==> src/rtl/esl_pkg.sv <==
`default_nettype none
package esl_pkg;

    // ------------------------------------------------------------
    // timing
    // ------------------------------------------------------------
    localparam int CLK_PERIOD_NS    = 10;
    localparam int TICK_MS          = 50;
    localparam int TICK_CYCLES      = TICK_MS * 1000000 / CLK_PERIOD_NS;
    localparam int FAST_PERIOD_MS   = 200;
    localparam int NORMAL_PERIOD_MS = 500;
    localparam int SLOW_ON_MS       = 1000;
    localparam int SLOW_OFF_MS      = 3000;
    localparam logic [6:0] FAST_HALF_TICKS   = 7'(FAST_PERIOD_MS / TICK_MS / 2);
    localparam logic [6:0] NORMAL_HALF_TICKS = 7'(NORMAL_PERIOD_MS / TICK_MS / 2);
    localparam logic [6:0] SLOW_ON_TICKS     = 7'(SLOW_ON_MS / TICK_MS);
    localparam logic [6:0] SLOW_OFF_TICKS    = 7'(SLOW_OFF_MS / TICK_MS);

    // ------------------------------------------------------------
    // fault sources and codes
    // ------------------------------------------------------------
    localparam int NUM_CHAN      = 6;
    localparam int NUM_SRC       = 14;
    localparam int SRC_HW_ERR    = 0;
    localparam int SRC_VOLT_ERR  = 1;
    localparam int SRC_VOLT_WARN = 2;
    localparam int SRC_HW_WARN   = 3;
    localparam int SRC_CJC_WARN  = 4;
    localparam int SRC_CH1       = 5;
    localparam int SRC_PROG      = 11;
    localparam int SRC_SERIOUS   = 12;
    localparam int SRC_WARN      = 13;

    localparam logic [15:0] CODE_HW_ERR    = 16'h1605;
    localparam logic [15:0] CODE_VOLT_ERR  = 16'h1607;
    localparam logic [15:0] CODE_VOLT_WARN = 16'h1801;
    localparam logic [15:0] CODE_HW_WARN   = 16'h1802;
    localparam logic [15:0] CODE_CJC_WARN  = 16'h1807;
    localparam logic [15:0] CODE_CH1       = 16'h1808;
    localparam logic [15:0] CODE_NONE      = 16'h0000;

    localparam logic [6:0]  PHASE_RST = 7'h00;

    typedef enum logic [2:0] {
        ESL_SEV_OFF,
        ESL_SEV_SLOW,
        ESL_SEV_NORMAL,
        ESL_SEV_FAST,
        ESL_SEV_ON
    } esl_sev_e;

    typedef struct packed {
        logic                   hwErr;
        logic                   voltErr;
        logic                   voltWarn;
        logic                   hwWarn;
        logic                   cjcWarn;
        logic [NUM_CHAN-1:0]    chanOver;
        logic                   progErr;
        logic                   seriousErr;
        logic                   genWarn;
    } esl_fault_s;

    typedef struct packed {
        logic                   downgrade;
        logic                   escalate;
        logic                   warnSilent;
        logic                   userActEn;
        logic                   userActStop;
    } esl_opt_s;

    typedef struct packed {
        logic [15:0]            code;
        logic                   strobe;
        logic                   isError;
    } esl_report_s;

    typedef struct packed {
        logic [31:0]            count;
        logic                   tick;
    } esl_tb_s;

    typedef struct packed {
        esl_sev_e               sev;
        logic [6:0]             phase;
        logic                   ledOn;
        logic                   runStop;
        logic [NUM_SRC-1:0]     prevSrc;
        esl_report_s            rep;
    } esl_state_s;

endpackage
`default_nettype wire

==> src/rtl/esl_timebase.sv <==
`timescale 1ns/10ps
`default_nettype none
module esl_timebase #(
    parameter int TICK_CYCLES = esl_pkg::TICK_CYCLES
) (
    input  wire logic clk,
    input  wire logic srst,
    output logic      tick
);
    import esl_pkg::*;

    esl_tb_s tb_r;
    esl_tb_s tb_nxt;

    // free-running; one pulse every TICK_CYCLES clocks
    always_comb begin
        tb_nxt = tb_r;
        tb_nxt.tick = 1'b0;
        if (tb_r.count == 32'(TICK_CYCLES - 1)) begin
            tb_nxt.count = 32'h0000_0000;
            tb_nxt.tick  = 1'b1;
        end else begin
            tb_nxt.count = tb_r.count + 32'h0000_0001;
        end
    end

    always_ff @(posedge clk) begin
        if (srst) begin
            tb_r <= '0;
        end else begin
            tb_r <= tb_nxt;
        end
    end

    assign tick = tb_r.tick;

    tick_period_a: assert property (@(posedge clk) disable iff (srst)
        tick |=> !tick) else $error("timebase tick longer than one cycle");
endmodule
`default_nettype wire

==> src/rtl/error_status_led.sv <==
`timescale 1ns/10ps
`default_nettype none
// Function
// - serious error: indicator steadily lit
// - power or hardware warning: fast blink
// - program error: normal blink
// - warning: lit 1 s, dark 3 s
// - silent warning: dark, keep running
// - codes 1605/1607 are error class, lit
// - downgrade option turns those into warnings
// - 1801/1802/1807 warn, fast blink, running
// - channel over-range codes 1808 to 180D
// - escalation stops on first four warnings
// - each new occurrence reports a readable code; of simultaneous ones, only the lowest index
// - run action per code class: stop on error, continue on warning; one user status overrides all codes
module error_status_led #(
    parameter int          TICK_CYCLES = esl_pkg::TICK_CYCLES,
    parameter logic [15:0] CODE_PROG   = 16'h0100,
    parameter logic [15:0] CODE_SERIOUS = 16'h0200,
    parameter logic [15:0] CODE_WARN   = 16'h0300
) (
    input  wire logic                clk,
    input  wire logic                srst,
    input  wire esl_pkg::esl_fault_s fault,
    input  wire esl_pkg::esl_opt_s   opt,
    output logic                     ledOn,
    output logic                     runStop,
    output esl_pkg::esl_sev_e        severity,
    output esl_pkg::esl_report_s     report
);
    import esl_pkg::*;

    // ------------------------------------------------------------
    // timebase
    // ------------------------------------------------------------
    logic tick;

    esl_timebase #(
        .TICK_CYCLES (TICK_CYCLES)
    ) u_timebase (
        .clk  (clk),
        .srst (srst),
        .tick (tick)
    );

    // ------------------------------------------------------------
    // source table
    // ------------------------------------------------------------
    logic [NUM_SRC-1:0] src;
    logic [15:0]        srcCode [NUM_SRC];
    logic [NUM_SRC-1:0] srcIsErr;

    assign src = {fault.genWarn, fault.seriousErr, fault.progErr, fault.chanOver,
                  fault.cjcWarn, fault.hwWarn, fault.voltWarn, fault.voltErr,
                  fault.hwErr};

    assign srcCode[SRC_HW_ERR]    = CODE_HW_ERR;
    assign srcCode[SRC_VOLT_ERR]  = CODE_VOLT_ERR;
    assign srcCode[SRC_VOLT_WARN] = CODE_VOLT_WARN;
    assign srcCode[SRC_HW_WARN]   = CODE_HW_WARN;
    assign srcCode[SRC_CJC_WARN]  = CODE_CJC_WARN;
    assign srcCode[SRC_PROG]      = CODE_PROG;
    assign srcCode[SRC_SERIOUS]   = CODE_SERIOUS;
    assign srcCode[SRC_WARN]      = CODE_WARN;

    genvar gi;
    generate
        for (gi = 0; gi < NUM_CHAN; gi++) begin : g_chan
            assign srcCode[SRC_CH1+gi] = CODE_CH1 + 16'(gi);
        end
    endgenerate

    // error class per source, after the option bits
    always_comb begin
        srcIsErr = '0;
        srcIsErr[SRC_HW_ERR]    = !opt.downgrade;
        srcIsErr[SRC_VOLT_ERR]  = !opt.downgrade;
        srcIsErr[SRC_VOLT_WARN] = opt.escalate;
        srcIsErr[SRC_HW_WARN]   = opt.escalate;
        srcIsErr[SRC_CJC_WARN]  = opt.escalate;
        srcIsErr[SRC_CH1]       = opt.escalate;
        srcIsErr[SRC_PROG]      = 1'b1;
        srcIsErr[SRC_SERIOUS]   = 1'b1;
    end

    // ------------------------------------------------------------
    // classification and indicator pattern
    // ------------------------------------------------------------
    esl_state_s st_r;
    esl_state_s st_nxt;
    esl_sev_e   sevNow;
    logic [NUM_SRC-1:0] rising;
    logic       sevChange;
    logic       moduleErr;
    logic       fastWarn;

    always_comb begin
        st_nxt    = st_r;
        moduleErr = fault.hwErr | fault.voltErr;
        fastWarn  = fault.voltWarn | fault.hwWarn | fault.cjcWarn | (|fault.chanOver);

        // highest pattern wins when several conditions overlap
        if (fault.seriousErr || (moduleErr && !opt.downgrade)) begin
            sevNow = ESL_SEV_ON;
        end else if (fastWarn) begin
            sevNow = ESL_SEV_FAST;
        end else if (fault.progErr) begin
            sevNow = ESL_SEV_NORMAL;
        end else if (moduleErr || (fault.genWarn && !opt.warnSilent)) begin
            sevNow = ESL_SEV_SLOW;
        end else begin
            sevNow = ESL_SEV_OFF;
        end

        st_nxt.sev = sevNow;
        sevChange  = (sevNow != st_r.sev);
        if (sevChange) begin
            st_nxt.phase = PHASE_RST;
            st_nxt.ledOn = (sevNow != ESL_SEV_OFF);
        end else if (tick) begin
            st_nxt.phase = st_r.phase + 7'h01;
            unique case (st_r.sev)
                ESL_SEV_OFF: begin
                    st_nxt.phase = PHASE_RST;
                    st_nxt.ledOn = 1'b0;
                end
                ESL_SEV_ON: begin
                    st_nxt.phase = PHASE_RST;
                    st_nxt.ledOn = 1'b1;
                end
                ESL_SEV_FAST: begin
                    if (st_r.phase == FAST_HALF_TICKS - 7'h01) begin
                        st_nxt.phase = PHASE_RST;
                        st_nxt.ledOn = !st_r.ledOn;
                    end
                end
                ESL_SEV_NORMAL: begin
                    if (st_r.phase == NORMAL_HALF_TICKS - 7'h01) begin
                        st_nxt.phase = PHASE_RST;
                        st_nxt.ledOn = !st_r.ledOn;
                    end
                end
                ESL_SEV_SLOW: begin
                    if (st_r.ledOn && st_r.phase == SLOW_ON_TICKS - 7'h01) begin
                        st_nxt.phase = PHASE_RST;
                        st_nxt.ledOn = 1'b0;
                    end else if (!st_r.ledOn && st_r.phase == SLOW_OFF_TICKS - 7'h01) begin
                        st_nxt.phase = PHASE_RST;
                        st_nxt.ledOn = 1'b1;
                    end
                end
            endcase
        end

        // run action: user status overrides the class default
        if (opt.userActEn) begin
            st_nxt.runStop = opt.userActStop;
        end else begin
            st_nxt.runStop = |(src & srcIsErr);
        end

        // code report on each new occurrence; only the lowest index when several rise together
        rising = src & ~st_r.prevSrc;
        st_nxt.prevSrc    = src;
        st_nxt.rep.strobe = 1'b0;
        for (int i = NUM_SRC - 1; i >= 0; i--) begin
            if (rising[i]) begin
                st_nxt.rep.code    = srcCode[i];
                st_nxt.rep.isError = srcIsErr[i];
                st_nxt.rep.strobe  = 1'b1;
            end
        end
    end

    always_ff @(posedge clk) begin
        if (srst) begin
            st_r         <= '0;
            st_r.sev     <= ESL_SEV_OFF;
            st_r.rep.code <= CODE_NONE;
        end else begin
            st_r <= st_nxt;
        end
    end

    assign ledOn    = st_r.ledOn;
    assign runStop  = st_r.runStop;
    assign severity = st_r.sev;
    assign report   = st_r.rep;

    // ------------------------------------------------------------
    // checks
    // ------------------------------------------------------------
    serious_lit_a: assert property (@(posedge clk) disable iff (srst)
        fault.seriousErr [*2] |=> ledOn && severity == ESL_SEV_ON)
        else $error("serious error not steady on");

    fast_toggle_a: assert property (@(posedge clk) disable iff (srst)
        st_r.sev == ESL_SEV_FAST && !sevChange && tick
            && st_r.phase == FAST_HALF_TICKS - 7'h01 |=> ledOn != $past(ledOn))
        else $error("fast blink missed toggle");

    normal_toggle_a: assert property (@(posedge clk) disable iff (srst)
        st_r.sev == ESL_SEV_NORMAL && !sevChange && tick
            && st_r.phase == NORMAL_HALF_TICKS - 7'h01 |=> ledOn != $past(ledOn))
        else $error("normal blink missed toggle");

    slow_dark_a: assert property (@(posedge clk) disable iff (srst)
        st_r.sev == ESL_SEV_SLOW && !sevChange && tick && ledOn
            && st_r.phase == SLOW_ON_TICKS - 7'h01 |=> !ledOn)
        else $error("slow blink stayed lit too long");

    silent_dark_a: assert property (@(posedge clk) disable iff (srst)
        src == NUM_SRC'(1 << SRC_WARN) && opt.warnSilent && !opt.userActEn
            |=> !ledOn && !runStop)
        else $error("silent warning lit indicator");

    downgrade_run_a: assert property (@(posedge clk) disable iff (srst)
        src == NUM_SRC'(1 << SRC_HW_ERR) && opt.downgrade && !opt.userActEn
            |=> !runStop && severity == ESL_SEV_SLOW)
        else $error("downgraded error still stops");

    escalate_stop_a: assert property (@(posedge clk) disable iff (srst)
        fault.voltWarn && opt.escalate && !opt.userActEn |=> runStop)
        else $error("escalated warning did not stop");

    chan_code_a: assert property (@(posedge clk) disable iff (srst)
        src == NUM_SRC'(1 << (SRC_CH1 + 5)) && st_r.prevSrc == '0
            |=> report.strobe && report.code == 16'h180D)
        else $error("channel six code wrong");

    phase_restart_a: assert property (@(posedge clk) disable iff (srst)
        sevChange |=> st_r.phase == PHASE_RST && ledOn == (severity != ESL_SEV_OFF))
        else $error("pattern phase not restarted");
endmodule
`default_nettype wire

==> config.mk <==
export PLATFORM = sky130hd
export DESIGN_NAME = error_status_led
export DESIGN_NICKNAME = d
export VERILOG_FILES = /design/src/rtl/esl_pkg.sv /design/src/rtl/esl_timebase.sv /design/src/rtl/error_status_led.sv
export SDC_FILE = /design/constraint.sdc
export NUM_CORES = 1
export LEC_CHECK = 0
export BUFFER_PORTS_ARGS = -buffer_cell sky130_fd_sc_hd__buf_4
export CAP_MARGIN = 20
export CELL_PAD_IN_SITES_DETAIL_PLACEMENT = 1
export CELL_PAD_IN_SITES_GLOBAL_PLACEMENT = 2
export CORE_ASPECT_RATIO = 1.25
export CORE_MARGIN = 2
export CORE_UTILIZATION = 34
export DETAILED_ROUTE_END_ITERATION = 16
export PLACE_DENSITY_LB_ADDON = 0.1
export SLEW_MARGIN = 20
export SYNTH_ARGS = -nofsm -noshare
export SYNTH_HDL_FRONTEND = slang
export SYNTH_SLANG_ARGS = --single-unit
==> constraint.sdc <==
create_clock -name clk -period 2.7 [get_ports clk]
set_clock_uncertainty 0.05 [all_clocks]
set_input_delay 0.54 -clock clk [delete_from_list [all_inputs] [get_ports clk]]
set_output_delay 0.54 -clock clk [all_outputs]
set_load 0.02 [all_outputs]
; Yosys cells after proc, flatten, opt, wreduce, memory -nomap -nowiden
; Index checks and enable logic that the tools add are counted.
; W data, S select, Z words.
[totals]
word_cells = 89
inputBits = 21
reg_bits = 70
output_inout_bits = 23
[op_classes]
addsub = 2
n_eq_ne = 13
reduce_logical = 26
muxes = 27
n_bitwise = 7
[ops]
columns = cell, n
row1 = $mux W15, 14
row2 = $pmux W8 S5, 1
row3 = $add A32 B1 Y32 const B, 1
row4 = $eq A32 B23 Y1 const B, 1
row5 = $mux W8, 4
row6 = $and A14 B13 Y14, 1
row7 = $and A14 B14 Y14, 1
row8 = $not A14 Y14, 1
row9 = $reduce_bool A14 Y1, 1
row10 = $reduce_or A14 Y1, 1
row11 = $reduce_bool A13 Y1, 1
row12 = $reduce_bool A12 Y1, 1
row13 = $reduce_or A12 Y1, 1
row14 = $reduce_or A6 Y1, 2
row15 = $reduce_bool A9 Y1, 1
row16 = $add A7 B1 Y7 const B, 1
row17 = $eq A7 B1 Y1 const B, 1
row18 = $eq A7 B3 Y1 const B, 1
row19 = $eq A7 B5 Y1 const B, 1
row20 = $eq A7 B6 Y1 const B, 1
row21 = $eq A3 B2 Y1 const B, 2
row22 = $ne A3 B3 Y1 const B, 2
row23 = $reduce_bool A3 Y1, 2
row24 = $reduce_or A2 Y1, 3
row25 = other kinds (15), 29

; Depth between registers and ports, before layout
; Gate-level depths: netlist (run 1).
[depth]
word_depth = 16
mapped_depth = 8
depth_no_buf = 8

; Cells and area by module
; A second synthesis (run 1) with hierarchy kept.
[unflattened]
cells_unflattened = 400
area_unflattened_um2 = 3452.1
[modules_own_cells]
columns = module, cells_each, seq_area_each_um2, instances, area_per_inst_um2
row1 = error_status_led, 220, 740.7, 1, 1901.8
row2 = esl_timebase, 180, 660.6, 1, 1550.2

; Worst setup path after synthesis (run 1)
; No wires, ideal clock.
[synth_timing]
path_kind = input-to-reg
startpoint = input port fault[11] (netlist name)
endpoint = register st_r[36] (netlist name)
required_time_ns = 2.590
setup_slack_ns = 0.398
stages = 6
t_arrival_ns = 2.192
path_buffers = 0
path_cell_list = or4_4 or3_4 o21ai_2 xnor2_1 nor3_2 o221a_1
[synth_between]
elab_chain_len = 7
[synth_lines]
columns = element, line
row1 = "start, declared", error_status_led.sv:24  ; input wire esl_pkg::esl_fault_s fault,
row2 = $or A1 B1 Y1 (3 in series), error_status_led.sv:100  ; fastWarn = fault.voltWarn | fault.hwWarn | fault.cjcWarn | (|fault.chanOver);
row3 = $mux W2, error_status_led.sv:105  ; end else if (fastWarn) begin
row4 = $mux W3, error_status_led.sv:103  ; if (fault.seriousErr || (moduleErr && !opt.downgrade)) begin
row5 = $ne A3 B3 Y1, error_status_led.sv:116  ; sevChange = (sevNow != st_r.sev);
row6 = $reduce_or A2 Y1 (no source line), n/a
row7 = "end signal, assigned", error_status_led.sv:181  ; st_r <= st_nxt;
row8 = "end, declared", error_status_led.sv:89  ; esl_state_s st_r;
; Every way passes these cells.
; A chain may end at the register's enable or synchronous reset.

; Final worst setup path (run 1)
[layout_timing]
startpoint = register st_r[34] (netlist name)
endpoint = register st_r[37] (netlist name)
[layout_between]
elab_chain_len = 5
elab_cells_between_ends = 12
[layout_lines]
columns = element, line
row1 = "parallel branches: the longest is 4 deep, another holds $add A7 B1 Y7", n/a
row2 = $pmux W8 S5 *, error_status_led.sv:122  ; unique case (st_r.sev)
; Every way passes the cells marked *. The select of a mux whose other input is x is not followed.

==> results.py, run 1 <==
metrics = {
    "drt": {
        "dr.pass1.iters": 4,
        "post_drt_wl_per_cell_um": 14.2,
        "dr_total_vias": 2751,
        "drtIter0Drc": 47,
        "drc": 0,
        "drtAntennaViolNets": 0,
        "drt_wl_total_um": 7850,
        "vias_per_cell": 4.97,
    },
    "timing": {
        "tns_ns": 0,
        "tightest_slew_ns": 0.703,
        "hold_violations": 0,
        "slew_headroom": 0.519,
        "setup_viol": 0,
        "period_share": 0.835,
        "fin_crit_ns": 2.25,
        "slew_viol_final": 0,
        "fmax_mhz": 444,
        "rsz0062_at_grt": "no",
    },
    "grt": {
        "grt_max_degree": 33,
        "globalRouteOverflowTotal": 0,
        "globalRouteTotalUtil": 0.162,
        "antenna_found_initial": 0,
        "grt_pass1_vias": 2779,
        "grt_pass1_wl_um": 13400,
    },
    "floorplanning": {
        "core.rowCount": 40,
        "io-pin-count": 44,
        "core_area_um2": 9610,
        "die_area_um2": 10700,
        "die_x_um": 92.9,
        "die_h_um": 115,
        "start_util": 0.349,
    },
    "clock_network": {
        "cts_sinks": 70,
        "cts-resized-gates": 0,
        "cts_buffer_depth": 2,
        "root_buffer": "clkbuf_16",
        "cts_tree": "done",
        "clk_latency_ns": 0.34,
        "clk_pin_slew_worst_paths_ns": 0.05,
        "cts_setup_buffers": 0,
        "htreeDepth": 3,
        "ctsHoldBuffers": 0,
        "cts-buffers-inserted": 9,
    },
    "yosys": {
        "synth_largest_area_cell": "dfxtp_1",
        "yosys_warnings": 0,
        "post-synth-top-count-cell": "dfxtp_1",
        "ys_dominant_reg_cell": "dfxtp_1",
        "synthDistinctLibCells": 53,
        "synth_seq_area_share": 0.417,
        "syn_area_um2": 3360,
        "synth_area_per_cell_um2": 8.52,
        "synth-edff-count": 0,
        "ys_ff_latch": 70,
        "async_flop_share": 0,
        "ys_top_cells_by_count": "70 x dfxtp_1, 58 x nor2_1, 25 x nor2b_1",
        "synth_cells": 394,
        "synth_area_leaders": "dfxtp_1 42%, nor2_1 6.5%, buf_4 4.7%, nor2b_1 4.7%, xor2_1 4.4%",
        "yosys.area.top_type_share": 0.417,
    },
    "power": {
        "clkPwrFrac": 0.495,
        "p_int_mw": 1.98,
        "leakagePower_nw": 1.53,
        "swShare": 0.222,
        "total_power_mw": 2.54,
        "p_per_area_nw_per_um2": 636,
        "p_seq_frac": 0.426,
        "ir_drop_mv": 0.290,
        "p_switching_mw": 0.563,
        "combPwrFrac": 0.079,
    },
    "cells_and_area": {
        "nets": 447,
        "fin_cells": 553,
        "layout-drive-gt1-share": 0.148,
        "num_antenna_cells": 0,
        "syn2layout_area_growth_pct": 19.0,
    },
    "hold_path": {
        "min-delay-path-class": "in -> reg",
    },
    "critical_path": {
        "crit_path_max_incr_delay_ns": 0.44,
        "crit_type": "reg -> reg",
        "crit_arrival_ns": 2.43,
        "startpoint_type": "flip-flop",
        "crit_chain": "ha_1, nor4bb_1, o21ai_1, a21oi_1, a2111o_1, nor2b_1, o221a_1",
        "cp.required_ns": 2.88,
        "slowest_stage": "nor4bb_1",
        "crit_fanout": 12,
        "critPathCaptureType": "flip-flop",
    },
    "run": {
        "drv_cap": 0,
    },
    "placement": {
        "routabilityCongestion": 0.742,
        "port_buffers": 36,
        "dp.cells": 537,
        "dpl.hpwl_um": 5820,
    },
    "run_status": {
        "outcome": "complete, no violations",
    },
}
power groups by stage:
stage / clock network (mW) / registers [mW] / logic (mW)
2_1_floorplan: 0 / 1.10 / 0.141
3_3_place_gp: 0 / 1.10 / 0.200
3_5_place_dp: 0 / 1.10 / 0.202
4_1_cts: 1.30 / 1.08 / 0.204
5_1_grt: 1.35 / 1.09 / 0.223
6_report: 1.26 / 1.08 / 0.200
critical path, delay by kind of cell (launching register included):
family / cells / cell delay (ns)
flip-flops: 1 / 0.37
AND/OR/NAND/NOR: 2 / 0.54
adder cells (fa/ha/maj): 1 / 0.23
AO/OA/AOI/OAI: 4 / 0.95
flip-flops by register name (all words and copies together), names as in the netlist:
signal,count
st_r,21
severity,3
ledOn,1
u_timebase.tb_r,32
u_timebase.tick,1
report,11
runStop,1
cell type report:
cell class	count	area (µm²)
clock inverters	4	70.1
repair buffers	41	320
inverters	15	56.3
multi-input cells	285	1750
well taps	126	158
fillers	1157	5610
flip-flops and latches	70	1400
clock buffers	12	246
per-stage QoR:
stage                     hold slack, ns   util  instance area (µm²)  setup WS (ns)
final                              0.384  0.416                 4000          0.446
after global routing               0.390  0.416                 4000          0.153
after CTS                          0.373  0.416                 4000          0.418
after detailed placement           0.405  0.383                 3680          0.105
after global placement             0.396  0.383                 3680          0.168
after floorplan                    0.387      -                 3380          0.398
worst paths after layout:
path	from	to	slack, ns	cells after the start
worst max-delay path	st_r[34]	st_r[37]	0.45	7
worst min-delay path	fault[12]	st_r[19]	0.38	2
worst max register to register	st_r[34]	st_r[37]	0.45	7
worst min register to register	report[12]	report[12]	0.41	2
logic make-up (layout without fill, tap and decap cells):
| kind of cell | Yosys count | count (layout) | synth area share |
|---|---|---|---|
| other cells | 1 | 7 | 0.00112 |
| xor+xnor | 30 | 30 | 0.0782 |
| flops | 70 | 70 | 0.417 |
| compound gates | 47 | 47 | 0.101 |
| mux | 1 | 1 | 0.00335 |
| buf+inv | 45 | 72 | 0.0738 |
| simple gates | 196 | 196 | 0.311 |
| fa+ha+maj | 4 | 4 | 0.0149 |
routing by layer:
layer,vias to the layer above,global-route usage,wire length (µm)
li1,1393,-,-
met1,1311,0.193,3510
met2,36,0.268,3890
met3,11,0.0360,266
met4,0,0.0931,177
met5,-,0,0
cells in the final DEF, fill, tap and decap left out, drive strengths merged, types with 4 or more instances in the layout:
| master | count |
|---|---|
| a21oi | 10 |
| and3 | 11 |
| buf | 41 |
| clkbuf | 12 |
| conb | 7 |
| dfxtp | 70 |
| ha | 4 |
| inv | 15 |
| nand2 | 20 |
| nand2b | 13 |
| nand3 | 19 |
| nand4 | 7 |
| nor2 | 58 |
| nor2b | 25 |
| nor3 | 13 |
| nor4 | 7 |
| o21ai | 10 |
| o221a | 5 |
| or3 | 4 |
| xnor2 | 13 |
| xor2 | 17 |
No activity file was read; power rests on OpenSTA's default activity.
==> run 2, diff against run 1 <==
- clock period: 2.7 -> 2.1 ns (I/O delays scaled with it)
==> run 2 against run 1 <==
  * The run now ends with setup timing left
  * Count of clock-buffer cells in the layout unchanged
  * Global-route usage up 0.47 points
  * Combinational power up 54%
  * Critical path depth up 2
  * Highest routed layer unchanged
  * First-iteration DRC count up 49%
  * Wire length up 6.9%
  * Critical endpoint is now st_r[39]
  * Worst setup slack worse by 0.47 ns
  * Sequential share of layout area down 2.5 points
  * Final cell count up 5.6%
  * Total power up 27%
  * Die area unchanged
  * Largest cell class unchanged
==> results.py, run 2 (same netlist as run 1, synthesis figures left out) <==
metrics = {
    "run_status": {
        "outcome": "complete, but fails checks",
        "violations": "setup timing",
    },
    "cells_and_area": {
        "design_area_um2": 4310,
        "fillers": 1171,
        "layout-drive-gt1-share": 0.227,
        "largest_register": "u_timebase.tb_r",
        "syn2layout_area_growth_pct": 28.4,
        "fin_util": 0.449,
        "largest_reg_flops": 32,
        "nets": 478,
        "final_common_cell": "dfxtp_1",
        "final_cell_mix": "69 x dfxtp_1, 67 x buf_4, 58 x nor2_1, 25 x nor2b_1, 20 x nand2_1",
        "multi_input_area_um2": 1830,
        "fin_cells": 584,
        "num_antenna_cells": 0,
        "regArea_um2": 1400,
    },
    "critical_path": {
        "crit_fanout": 4,
        "startpoint_type": "input port",
        "worst-r2r-setup-slack_ns": 0.10,
        "crit_end": "st_r[39]",
        "crit_start": "fault[8]",
        "critPathCaptureType": "flip-flop",
        "cp.required_ns": 2.32,
        "crit_type": "in -> reg",
        "reg2regPathDepth": 9,
        "r2r-start": "st_r[34]",
        "crit_arrival_ns": 2.34,
        "r2r-end": "st_r[34]",
    },
    "timing": {
        "fin_crit_ns": 2.12,
        "tns_ns": -0.0788,
        "period_share": 1.01,
        "hold_violations": 0,
        "fin_ws_ns": -0.0246,
        "rsz0062_at_grt": "yes",
        "fmax_mhz": 471,
        "slew_viol_final": 0,
        "setup_viol": 5,
    },
    "grt": {
        "grt_pass1_wl_um": 14000,
        "grt_pass1_vias": 2942,
        "globalRouteOverflowTotal": 0,
        "globalRouteTotalUtil": 0.166,
        "antenna_found_initial": 0,
        "grt_max_degree": 33,
    },
    "placement": {
        "routabilityCongestion": 0.761,
        "dpl-instance-area_um2": 3890,
        "port_buffers": 36,
        "preCtsSetupSlack_ns": -0.537,
        "dp.cells": 565,
        "dpl.hpwl_um": 6200,
    },
    "floorplanning": {
        "die_x_um": 92.9,
        "core.rowCount": 40,
        "core_area_um2": 9610,
        "io-pin-count": 44,
        "die_area_um2": 10700,
        "start_util": 0.349,
        "die_h_um": 115,
    },
    "clock_network": {
        "root_buffer": "clkbuf_16",
        "cts_tree": "done",
        "cts-buffers-inserted": 9,
        "ctsHoldBuffers": 0,
        "htreeDepth": 3,
        "cts_sinks": 70,
        "cts_buffer_depth": 2,
        "clk_latency_ns": 0.33,
        "clk_pin_slew_worst_paths_ns": 0.05,
    },
    "run": {
        "drv_cap": 0,
    },
    "power": {
        "leakagePower_nw": 1.69,
        "ir_drop_mv": 0.364,
        "p_per_area_nw_per_um2": 747,
    },
    "drt": {
        "post_drt_wl_per_cell_um": 14.4,
        "vias_per_cell": 4.85,
        "dr_total_vias": 2834,
        "drt_wl_total_um": 8390,
        "dr.pass1.iters": 4,
        "drtIter0Drc": 70,
        "drtAntennaViolNets": 0,
        "drc": 0,
    },
    "hold_path": {
        "min-delay-path-class": "in -> reg",
    },
}
run 2: worst max-delay path, stage by stage:
cell and delay, ns:
buf_6 0.09, or4_4 0.56, nor4_4 0.30, and4_1 0.25, a311oi_2 0.05, buf_4 0.17, nor3_4 0.17, buf_6 0.15
o221a_1 0.16
run 2: how the worst min path moves through the flow:
stage,to,slack (ns),depth (start not counted),start
2_1_floorplan,report[12],0.39,2,report[12]
3_3_place_gp,report[12],0.40,2,report[12]
3_5_place_dp,report[12],0.41,2,report[12]
4_1_cts,st_r[31],0.28,2,fault[0]
5_1_grt,st_r[30],0.29,2,fault[1]
6_report,st_r[18],0.29,2,fault[13]
run 2: layer usage:
| metal | GRT usage | part of all wire |
|---|---|---|
| met1 | 0.200 | 0.44 |
| met2 | 0.290 | 0.52 |
| met3 | 0.0367 | 0.032 |
| met4 | 0.0647 | 0.0074 |
| met5 | 0 | 0 |
run 2: cell type report:
class                      count  share of cell area
multi-input combinational    285               0.424
inverter                      15              0.0131
clock inverter                 4              0.0104
tap                          126              0.0366
clock buffer                  12              0.0595
timing repair buffer          72               0.132
sequential                    70               0.325
run 2: power by group:
| group | leakage, nW | total [mW] | switching, mW | internal, mW |
|---|---|---|---|---|
| Combinational | 0.970 | 0.308 | 0.166 | 0.141 |
| Clock | 0.152 | 1.52 | 0.545 | 0.978 |
| Sequential | 0.573 | 1.39 | 0.0226 | 1.37 |
| Total | 1.69 | 3.22 | 0.734 | 2.49 |
run 2: repair_timing:
action | in CTS | in global routing
pin swaps | 2 | 12
endpoints found under the hold margin | 0 | 0
buffers inserted | 2 | 1
endpoints found under the setup margin | 7 | 9
resized for setup | 3 | 15
run 2: metrics by stage:
step	hold slack (ns)	total power [mW]
6_report	0.292	3.22
5_1_grt	0.293	3.36
4_1_cts	0.279	3.26
3_5_place_dp	0.409	1.71
3_3_place_gp	0.396	1.70
2_1_floorplan	0.387	1.60
